File: config.mk
export PLATFORM = sky130hd
export DESIGN_NAME = ccpc_top
export DESIGN_NICKNAME = d
export VERILOG_FILES = /design/src/design/ccpc_pkg.sv /design/src/design/ccpc_sync.sv /design/src/design/ccpc_clk_gen.sv /design/src/design/ccpc_top.sv
export SDC_FILE = /design/constraint.sdc
export NUM_CORES = 1
export LEC_CHECK = 0
export BUFFER_PORTS_ARGS = -buffer_cell sky130_fd_sc_hd__buf_2
export CORE_AREA = 2 2 72 67
export DETAILED_ROUTE_END_ITERATION = 10
export DIE_AREA = 0 0 74 69
export PLACE_DENSITY = 0.64
export SKIP_CTS_REPAIR_TIMING = 1
export SYNTH_ARGS = -nofsm -noshare
export SYNTH_HDL_FRONTEND = slang
export SYNTH_SLANG_ARGS = --single-unit
File: constraint.sdc
create_clock -name sys_clk -period 3.68 [get_ports sys_clk]
set_input_delay 0.368 -clock sys_clk [delete_from_list [all_inputs] [get_ports sys_clk]]
set_output_delay 0.368 -clock sys_clk [all_outputs]
set_load 0.03 [all_outputs]
File: src/design/ccpc_pkg.sv
package ccpc_pkg;

    // ************************************************************
    // Register map and field layout.
    // ************************************************************
    localparam logic [7:0]  ADDR_POWER_CTRL  = 8'h20;
    localparam logic [7:0]  ADDR_IRQ_STATUS  = 8'h40;
    localparam logic [7:0]  ADDR_IRQ_MASK    = 8'h44;
    localparam logic [7:0]  ADDR_CLK_STATE   = 8'h48;
    localparam logic [31:0] POWER_CTRL_RESET = 32'h0000_0000;

    localparam int BIT_ACTION_SELECT = 0;
    localparam int BIT_GATING_ENABLE = 16;
    localparam int BIT_RATE_CHANGED  = 24;
    localparam int BIT_ACCESS_SEEN   = 25;

    // Interrupt status bit positions.
    localparam int IRQ_BIT_ACCESS = 0;
    localparam int IRQ_BIT_RATE   = 1;
    localparam int IRQ_WIDTH      = 2;

    // ************************************************************
    // Timing.
    // ************************************************************
    localparam int SLOW_DIVIDE   = 16;
    localparam int IDLE_TIME_NS  = 64;
    localparam int CLK_PERIOD_NS = 8;
    localparam int IDLE_CYCLES   = (IDLE_TIME_NS + CLK_PERIOD_NS - 1) / CLK_PERIOD_NS;

    // Card clock drive modes.
    typedef enum logic [1:0] {
        CCPC_CLK_FULL = 2'b00,
        CCPC_CLK_STOP = 2'b01,
        CCPC_CLK_SLOW = 2'b10
    } ccpc_clk_mode_t;

    // Register bus request bundle.
    typedef struct packed {
        logic [7:0]  addr;
        logic [31:0] wdata;
        logic        wr;
        logic        rd;
    } ccpc_bus_req_t;

endpackage

File: src/design/ccpc_sync.sv
`timescale 1ns/1ps

// Two-flop synchroniser; the first stage feeds only the second.
module ccpc_sync (
    input  wire logic sys_clk,
    input  wire logic srst,
    input  wire logic async_in,
    output logic      sync_out
);

    logic stage1;

    // Both stages reset to zero so the edge detector after it starts quiet.
    always_ff @(posedge sys_clk) begin
        if (srst) begin
            stage1   <= 1'b0;
            sync_out <= 1'b0;
        end else begin
            stage1   <= async_in;
            sync_out <= stage1;
        end
    end

endmodule // ccpc_sync

File: src/design/ccpc_clk_gen.sv
`timescale 1ns/1ps

// Builds the card clock enable from the sampled link clock edges.
module ccpc_clk_gen (
    input  wire logic                    sys_clk,
    input  wire logic                    srst,
    input  wire logic                    link_edge,
    input  wire ccpc_pkg::ccpc_clk_mode_t mode,
    output logic                         card_clk_en
);

    logic [$clog2(ccpc_pkg::SLOW_DIVIDE)-1:0] div_count;

    // Full rate passes every edge, slow passes one in sixteen, stop passes none.
    always_ff @(posedge sys_clk) begin
        if (srst) begin
            div_count   <= '0;
            card_clk_en <= 1'b0;
        end else begin
            card_clk_en <= 1'b0;
            if (link_edge) begin
                div_count <= div_count + 1'b1;
                case (mode)
                    ccpc_pkg::CCPC_CLK_FULL: card_clk_en <= 1'b1;
                    ccpc_pkg::CCPC_CLK_SLOW: card_clk_en <= (div_count == '0);
                    ccpc_pkg::CCPC_CLK_STOP: card_clk_en <= 1'b0;
                    default:                 card_clk_en <= 1'b1;
                endcase
            end
        end
    end

endmodule // ccpc_clk_gen

File: src/design/ccpc_top.sv
// Implementation choice: the plain strobed port.
`timescale 1ns/1ps

// Function
// - Reserved bits 31-26, 23-17 and 15-1 always read as zero.
// - Card access sets the access-seen flag at bit 25.
// - A read of the power register clears the access-seen flag unless a card access lands in the same cycle.
// - Bit 24 reads one once the card clock rate has changed.
// - Clock action applies only while the gating enable at bit 16 is set.
// - Enabled with selector zero, idle interface stops the card clock.
// - Enabled with selector one, idle interface slows clock to one sixteenth.
// - Of the two resets, only the global cold reset clears status flags 25 and 24.
// - Power register at offset 20h resets to all zeros.
module ccpc_top (
    input  wire logic        sys_clk,
    input  wire logic        srst,
    input  wire logic        global_cold_reset,
    input  wire logic        link_clk,
    input  wire logic        card_access,
    input  wire logic        card_idle,
    input  wire logic [7:0]  reg_addr,
    input  wire logic [31:0] reg_wdata,
    input  wire logic        reg_wr,
    input  wire logic        reg_rd,
    output logic      [31:0] reg_rdata,
    output logic             irq,
    output logic             card_clk_en,
    output logic             clk_mode_changed
);

    // ************************************************************
    // Input synchronisation.
    // ************************************************************
    logic link_clk_s;
    logic access_s;
    logic idle_s;
    logic link_clk_d;
    logic link_edge;
    logic access_d;
    logic access_pulse;

    // Link clock from the card; its phase bears no relation to sys_clk.
    ccpc_sync u_sync_clk (
        .sys_clk  (sys_clk),
        .srst     (srst),
        .async_in (link_clk),
        .sync_out (link_clk_s)
    );

    // Card access level; every rising edge counts as one access.
    ccpc_sync u_sync_acc (
        .sys_clk  (sys_clk),
        .srst     (srst),
        .async_in (card_access),
        .sync_out (access_s)
    );

    // Idle level from the clock-run side, high while the interface is idle.
    ccpc_sync u_sync_idle (
        .sys_clk  (sys_clk),
        .srst     (srst),
        .async_in (card_idle),
        .sync_out (idle_s)
    );

    // Delayed copy of the sampled link clock; a rising edge is one card clock cycle.
    always_ff @(posedge sys_clk) begin
        if (srst) begin
            link_clk_d <= 1'b0;
        end else begin
            link_clk_d <= link_clk_s;
        end
    end

    // Delayed copy of the sampled access level. Both delays reset to the synchroniser's
    // reset value, so a quiet pin gives no false edge after reset.
    always_ff @(posedge sys_clk) begin
        if (srst) begin
            access_d <= 1'b0;
        end else begin
            access_d <= access_s;
        end
    end

    assign link_edge    = link_clk_s & ~link_clk_d;
    assign access_pulse = access_s & ~access_d;

    // ************************************************************
    // Register bus.
    // ************************************************************
    ccpc_pkg::ccpc_bus_req_t req;
    logic                    hit_ctrl;
    logic                    wr_ctrl;
    logic                    rd_ctrl;
    logic                    wr_status;
    logic                    wr_mask;

    // The bus is on sys_clk already, so it is used without synchronisers.
    assign req.addr  = reg_addr;
    assign req.wdata = reg_wdata;
    assign req.wr    = reg_wr;
    assign req.rd    = reg_rd;
    assign hit_ctrl  = (req.addr == ccpc_pkg::ADDR_POWER_CTRL);

    // One qualified strobe per register keeps the address decode in one place.
    assign wr_ctrl   = req.wr & hit_ctrl;
    assign rd_ctrl   = req.rd & hit_ctrl;
    assign wr_status = req.wr & (req.addr == ccpc_pkg::ADDR_IRQ_STATUS);
    assign wr_mask   = req.wr & (req.addr == ccpc_pkg::ADDR_IRQ_MASK);

    // Control fields of the power register, written only by software.
    logic gating_enable;
    logic action_select;

    // Control bits follow the warm reset, unlike the two status flags.
    always_ff @(posedge sys_clk) begin
        if (srst || global_cold_reset) begin
            gating_enable <= ccpc_pkg::POWER_CTRL_RESET[ccpc_pkg::BIT_GATING_ENABLE];
            action_select <= ccpc_pkg::POWER_CTRL_RESET[ccpc_pkg::BIT_ACTION_SELECT];
        end else if (wr_ctrl) begin
            gating_enable <= req.wdata[ccpc_pkg::BIT_GATING_ENABLE];
            action_select <= req.wdata[ccpc_pkg::BIT_ACTION_SELECT];
        end
    end

    // ************************************************************
    // Access-seen flag.
    // ************************************************************
    logic access_seen;

    // A card access in the same cycle as a clearing read wins, so none is lost.
    // Only the cold reset clears it; a warm reset must not hide an access.
    always_ff @(posedge sys_clk) begin
        if (global_cold_reset) begin
            access_seen <= 1'b0;
        end else if (access_pulse) begin
            access_seen <= 1'b1;
        end else if (rd_ctrl) begin
            access_seen <= 1'b0;
        end
    end

    // ************************************************************
    // Clock mode selection.
    // ************************************************************
    ccpc_pkg::ccpc_clk_mode_t mode;
    ccpc_pkg::ccpc_clk_mode_t next_mode;

    // The idle decision comes from the card-side protocol as a level.
    always_comb begin
        next_mode = ccpc_pkg::CCPC_CLK_FULL;
        if (gating_enable && idle_s) begin
            if (action_select) begin
                next_mode = ccpc_pkg::CCPC_CLK_SLOW;
            end else begin
                next_mode = ccpc_pkg::CCPC_CLK_STOP;
            end
        end
    end

    // Mode is registered so the clock generator sees at most one change per cycle.
    always_ff @(posedge sys_clk) begin
        if (srst || global_cold_reset) begin
            mode <= ccpc_pkg::CCPC_CLK_FULL;
        end else begin
            mode <= next_mode;
        end
    end

    // The card clock enable is a registered pulse per passed link edge, so the
    // output pin comes straight from a flop inside the generator.
    ccpc_clk_gen u_clk_gen (
        .sys_clk     (sys_clk),
        .srst        (srst),
        .link_edge   (link_edge),
        .mode        (mode),
        .card_clk_en (card_clk_en)
    );

    // ************************************************************
    // Rate-changed flag.
    // ************************************************************
    logic rate_changed;
    logic rate_event;

    // Any departure from full rate counts as a change of the card clock frequency.
    // Stop is treated as a change too, since the card then sees no clock at all.
    assign rate_event = (mode != ccpc_pkg::CCPC_CLK_FULL);

    // Sticky until cold reset so software can see that gating ever happened.
    always_ff @(posedge sys_clk) begin
        if (global_cold_reset) begin
            rate_changed <= 1'b0;
        end else if (rate_event) begin
            rate_changed <= 1'b1;
        end
    end

    // The pin copies bit 24 through a flop, one cycle behind the register.
    always_ff @(posedge sys_clk) begin
        if (global_cold_reset) begin
            clk_mode_changed <= 1'b0;
        end else begin
            clk_mode_changed <= rate_changed;
        end
    end

    // ************************************************************
    // Interrupts.
    // ************************************************************
    logic [ccpc_pkg::IRQ_WIDTH-1:0] irq_status;
    logic [ccpc_pkg::IRQ_WIDTH-1:0] irq_mask;
    logic [ccpc_pkg::IRQ_WIDTH-1:0] irq_set;
    logic                           rate_event_d;

    // Remembers last cycle's gating state so only entry into gating raises an event.
    always_ff @(posedge sys_clk) begin
        if (srst) begin
            rate_event_d <= 1'b0;
        end else begin
            rate_event_d <= rate_event;
        end
    end

    // Event sources, one per status bit.
    assign irq_set[ccpc_pkg::IRQ_BIT_ACCESS] = access_pulse;
    assign irq_set[ccpc_pkg::IRQ_BIT_RATE]   = rate_event & ~rate_event_d;

    // Each status bit is sticky on its own; a set beats a write-one-to-clear in one cycle,
    // so an event that lands on the clearing write is never lost.
    for (genvar b = 0; b < ccpc_pkg::IRQ_WIDTH; b++) begin : g_irq_bit
        always_ff @(posedge sys_clk) begin
            if (srst) begin
                irq_status[b] <= 1'b0;
            end else if (irq_set[b]) begin
                irq_status[b] <= 1'b1;
            end else if (wr_status && req.wdata[b]) begin
                irq_status[b] <= 1'b0;
            end
        end
    end

    // Mask bits share the status layout; a one lets that status bit reach the pin.
    always_ff @(posedge sys_clk) begin
        if (srst) begin
            irq_mask <= '0;
        end else if (wr_mask) begin
            irq_mask <= req.wdata[ccpc_pkg::IRQ_WIDTH-1:0];
        end
    end

    // The pin is registered, so it follows status and mask one cycle late.
    always_ff @(posedge sys_clk) begin
        if (srst) begin
            irq <= 1'b0;
        end else begin
            irq <= |(irq_status & irq_mask);
        end
    end

    // ************************************************************
    // Power register image.
    // ************************************************************
    logic [31:0] ctrl_image;

    // Reserved positions are tied low here, so no later change can leak into them.
    always_comb begin
        ctrl_image                              = 32'h0000_0000;
        ctrl_image[ccpc_pkg::BIT_ACCESS_SEEN]   = access_seen;
        ctrl_image[ccpc_pkg::BIT_RATE_CHANGED]  = rate_changed;
        ctrl_image[ccpc_pkg::BIT_GATING_ENABLE] = gating_enable;
        ctrl_image[ccpc_pkg::BIT_ACTION_SELECT] = action_select;
    end

    // ************************************************************
    // Read data.
    // ************************************************************
    logic [31:0] next_rdata;

    // Unmapped addresses read zero; every reserved bit is held at zero.
    always_comb begin
        next_rdata = 32'h0000_0000;
        case (req.addr)
            ccpc_pkg::ADDR_POWER_CTRL: next_rdata = ctrl_image;
            ccpc_pkg::ADDR_IRQ_STATUS: next_rdata[ccpc_pkg::IRQ_WIDTH-1:0] = irq_status;
            ccpc_pkg::ADDR_IRQ_MASK:   next_rdata[ccpc_pkg::IRQ_WIDTH-1:0] = irq_mask;
            ccpc_pkg::ADDR_CLK_STATE:  next_rdata[1:0] = mode;
            default:                   next_rdata = 32'h0000_0000;
        endcase
    end

    // Data stand only in the cycle after the read strobe.
    // Idle zeros keep a stale value from passing for a fresh read.
    always_ff @(posedge sys_clk) begin
        if (srst) begin
            reg_rdata <= 32'h0000_0000;
        end else if (req.rd) begin
            reg_rdata <= next_rdata;
        end else begin
            reg_rdata <= 32'h0000_0000;
        end
    end

endmodule // ccpc_top

; ---- Word level (Yosys, flattened, before mapping)
; Index checks and enable logic that the tools add are counted.
[totals]
regBits = 58
out_inout_bits = 35
word_cells = 68
inputBits = 48
[op_classes]
addsub = 1
bitwise_logic = 15
reduce_logical = 14
n_mux = 9
eq_ne = 6
[ops]
columns = cell, count
row1 = equality test 8 x 7 -> 1 bit (second input constant), 3
row2 = equality test 8 x 6 -> 1 bit (second input constant), 1
row3 = case mux 2 bit (4 select lines), 1
row4 = nonzero test 2 bit, 4
row5 = OR reduction 2 bit, 4
row6 = AND 1 bit, 7
row7 = inverter 1 bit, 7
row8 = 2-to-1 mux 1 bit, 6
row9 = adder 4 x 1 -> 4 bit (second input constant), 1
row10 = logical NOT 4 bit, 1
row11 = logical AND 1 bit, 3
row12 = OR reduction 3 bit, 1
row13 = AND 2 bit, 1
row14 = equality test 2 x 1 -> 1 bit (second input constant), 1
row15 = equality test 2 bit (second input constant), 1
row16 = 2-to-1 mux 2 bit, 1
row17 = case mux 1 bit (2 select lines), 1
row18 = logical OR 1 bit, 1

; ---- Logic depth before layout (Yosys ltp)
[depth]
word_depth = 5
mapped_depth = 4

; ---- By module
; From an unflattened synthesis, not the netlist that was laid out.
[hier_totals]
hier_cells = 155
area_unflattened_um2 = 1466.4
[modules_own_cells]
columns = mod, n_inst, area_each_um2, seq_area_each_um2, cells_per_inst
row1 = ccpc_top, 1, 1054.8, 400.4, 117
row2 = ccpc_clk_gen, 1, 254.0, 100.1, 26
row3 = ccpc_sync, 3, 52.6, 40.0, 4

; ---- Least setup slack after synthesis
; OpenSTA, ideal clock, no wires.
[synth_path]
path_kind = in2reg
from = in reg_addr[3]
to = reg access_seen
arrival_ns = 1.381
n_path_buf = 1
setup_ns = 0.122
required_time_ns = 3.558
path_slack_ns = 2.176
path_stages = 4
path_cell_list = buf_2 or4b_1 o31ai_1 a21oi_1
[synth_between]
elab_chain_cells = 3
[synth_lines]
columns = element, line_no
row1 = "start, declared", ccpc_top.sv:21  ; input wire logic [7:0] reg_addr,
row2 = equality test 8 x 6 -> 1 bit, ccpc_top.sv:103  ; assign hit_ctrl = (req.addr == ccpc_pkg::ADDR_POWER_CTRL);
row3 = AND 1 bit, ccpc_top.sv:107  ; assign rd_ctrl = req.rd & hit_ctrl;
row4 = nonzero test 2 bit (no line), n/a
row5 = "end signal, assigned", ccpc_top.sv:135  ; access_seen <= 1'b0;
row6 = "end signal, assigned", ccpc_top.sv:137  ; access_seen <= 1'b1;
row7 = "end signal, assigned", ccpc_top.sv:139  ; access_seen <= 1'b0;
row8 = "end, declared", ccpc_top.sv:129  ; logic access_seen;
; No other way between the ends.
; A chain may end at the register's enable or synchronous reset.

; ---- Worst setup path after layout
[layout_path]
from = in reg_addr[4]
to = reg irq_status[1] in the netlist's numbering
[layout_between]
elab_chain_cells = 4
[layout_lines]
columns = element, line_no
row1 = equality test 8 x 7 -> 1 bit, ccpc_top.sv:108  ; assign wr_status = req.wr & (req.addr == ccpc_pkg::ADDR_IRQ_STATUS);
row2 = AND 1 bit, ccpc_top.sv:108
row3 = logical AND 1 bit, ccpc_top.sv:237  ; end else if (wr_status && req.wdata[b]) begin
row4 = nonzero test 2 bit (no line), n/a
row5 = "end signal, assigned by index", ccpc_top.sv:234  ; irq_status[b] <= 1'b0;
row6 = "end signal, assigned by index", ccpc_top.sv:236  ; irq_status[b] <= 1'b1;
row7 = "end signal, assigned by index", ccpc_top.sv:238  ; irq_status[b] <= 1'b0;
row8 = "end, declared", ccpc_top.sv:211  ; logic [ccpc_pkg::IRQ_WIDTH-1:0] irq_status;
; No other way between the ends.

==> flow_metrics.tcl <==
set metrics [dict create \
    synth_top_cell_area_share 0.419 \
    cp.required_ns 3.84 \
    hpwlAfterDp_mm 1.77 \
    fp.coreArea_um2 4350 \
    vias 1039 \
    yosysUniqueCellTypes 43 \
    row_count 23 \
    io_pins 83 \
    fin_total_pwr_uw 714 \
    max_freq_ghz 0.715 \
    grt_overflow 0 \
    max_cap_violations 0 \
    first_pass_iters 4 \
    yosysMostFrequentCell "dfxtp_1" \
    synthCells 154 \
    status "finished clean" \
    setup_viol 0 \
    post-route-period-util 0.380 \
    diodes 0 \
    hold_viol_final 0 \
    grt_pass1_vias 847 \
    cp_max_fo 9 \
    drt_iter0_drc 61 \
    die_h_um 69 \
    clockBufferDepth 2 \
    portBuffers 26 \
    slowest_delay_ns 0.61 \
    synth_warnings 0 \
    syn_to_final_growth_pct 12.0 \
    clk_latency_ns 0.28 \
    dieArea_um2 5110 \
    layout-drive-gt1-share 0.220 \
    crit_buf_inv 1 \
    ys_top_cells_by_count "31 x dfxtp_1, 27 x buf_4, 10 x nor2b_1" \
    synth.avg_cell_area_um2 9.61 \
    worst_ep_arrival_time_ns 1.56 \
    die-width_um 74 \
    p_leak_nw 0.676 \
    worstSetupEndpointType "flip-flop" \
    cts-root-buf "clkbuf_8" \
    nets 231 \
    cts_tree "yes" \
    crit_slowest_cell "or4_4" \
    netlist_area_um2 1480 \
    h-tree-depth 2 \
    antenna_found_initial 0 \
    yosysTopAreaCell "dfxtp_1" \
    critPathLaunchType "input port" \
    worst_slew_pin_slew_ns 0.534 \
    rsz0062_at_grt "no" \
    grt_start_max_net_pins 25 \
    crit_chain "buf_2 -> or4_4 -> nor4_1 -> o32ai_1" \
    critical_path_class "input port to flip-flop" \
    wl_per_cell_um 9.98 \
    hold_class "input port to flip-flop" \
    crit_family "simple AND/OR/NAND/NOR gates" \
    synth_edf_count 0 \
    seq_area_frac_synth 0.419 \
    synthArstFlopShare 0 \
    cts_sinks 31 \
    skew_ns 0.00584 \
    reg2reg_slack_ns 2.58 \
    start_util 0.341 \
    peakVddDrop_uv 205 \
    wl_mm 2.43 \
    vias_per_cell 4.26 \
    tns_ns 0 \
    ys_ff_latch 31 \
    antenna_left 0 \
    drc 0 \
    relSlewSlack 0.641 \
    grt_pass1_wl_mm 3.88 \
    numCtsBuffers 5 \
    gp_congestion 0.758 \
    grt_usage 0.102 \
    synth_area_leaders "dfxtp_1 42%, buf_4 14%, nor2b_1 4.2%, nand3b_1 3.6%, nand2b_1 3.4%" \
    power_density_nw_per_um2 431 \
    layout_min_cycle_time_ns 1.40 \
    clk_pin_slew_worst_paths_ns 0.07 \
    synth_flop_cell "dfxtp_1" \
    drv_slew 0 \
]
## per-stage QoR
stage          cells  setup WS (ns)  cell area, µm²  hold WS [ns]   util
6_report         244           2.28            1660         0.275  0.382
5_1_grt          244           2.17            1660         0.257  0.382
4_1_cts          244           2.28            1660         0.264  0.382
3_5_place_dp     236           1.97            1550         0.425  0.358
3_3_place_gp     236           2.03            1550         0.415  0.358
2_1_floorplan    180           2.18            1580         0.413      -
## cell usage in the layout, fill, tap and decap left out, drive strengths merged, types with 3 or more instances in the layout
master and count:
dfxtp 31, and2 3, buf 26, nand3b 7, nor2b 10, clkbuf 7, a21oi 6, mux2i 4
nor2 8, conb 27, nand2b 8, nor3 4, inv 6, o31ai 3
## cells by family (layout without fill, tap and decap cells)
family                   count (synthesis)  count (layout)  share of synthesized area
AO/OA/AOI/OAI                           19              19                     0.0972
XOR/XNOR                                 2               2                     0.0118
adder cells (fa/ha/maj)                  2               2                     0.0169
multiplexers                             4               4                     0.0271
AND/OR/NAND/NOR                         57              57                      0.254
buffers and inverters                   38              40                      0.172
other                                    1              27                    0.00253
flip-flops                              31              31                      0.419
## layer usage
layer,GRT usage,routed length [µm]
met1,0.132,1200
met2,0.134,1020
met3,0.0570,184
met4,0.0485,35
met5,0,0
## worst reg2reg max path: stages (launching register included)
cell and delay [ns]:
dfxtp_1 0.30, nand2b_1 0.22, or3_1 0.38, a21oi_1 0.14
## worst paths after layout
| check | startpoint | endpoint | depth (start not counted) |
|---|---|---|---|
| worst min register to register | rate_event_d | irq_status[1] | 1 |
| worst max-delay path | reg_addr[4] | irq_status[1] | 4 |
| worst max register to register | link_clk_d | u_clk_gen.div_count[3] | 3 |
| worst min-delay path | global_cold_reset | access_seen | 2 |
## power breakdown
group | total [mW] | switching [mW] | internal (mW)
clock network | 0.293 | 0.123 | 0.170
registers | 0.344 | 0.00264 | 0.342
logic | 0.0773 | 0.0591 | 0.0182
total | 0.714 | 0.185 | 0.530
## sequential cells by signal (all words and copies together), names as in the netlist, 2 cells and up
signal,count
mode,2
reg_rdata,5
irq_mask,2
u_clk_gen.div_count,4
irq_status,2
## layout make-up
type                       instances  area (µm²)
clock buffer                       7        96.3
inverter                           6        22.5
timing repair buffer              26         130
clock inverter                     1        7.51
multi-input combinational        111         703
tap                               62        77.6
sequential                        31         621
fill                             452        2690
Power figures use the tool's default switching activity.
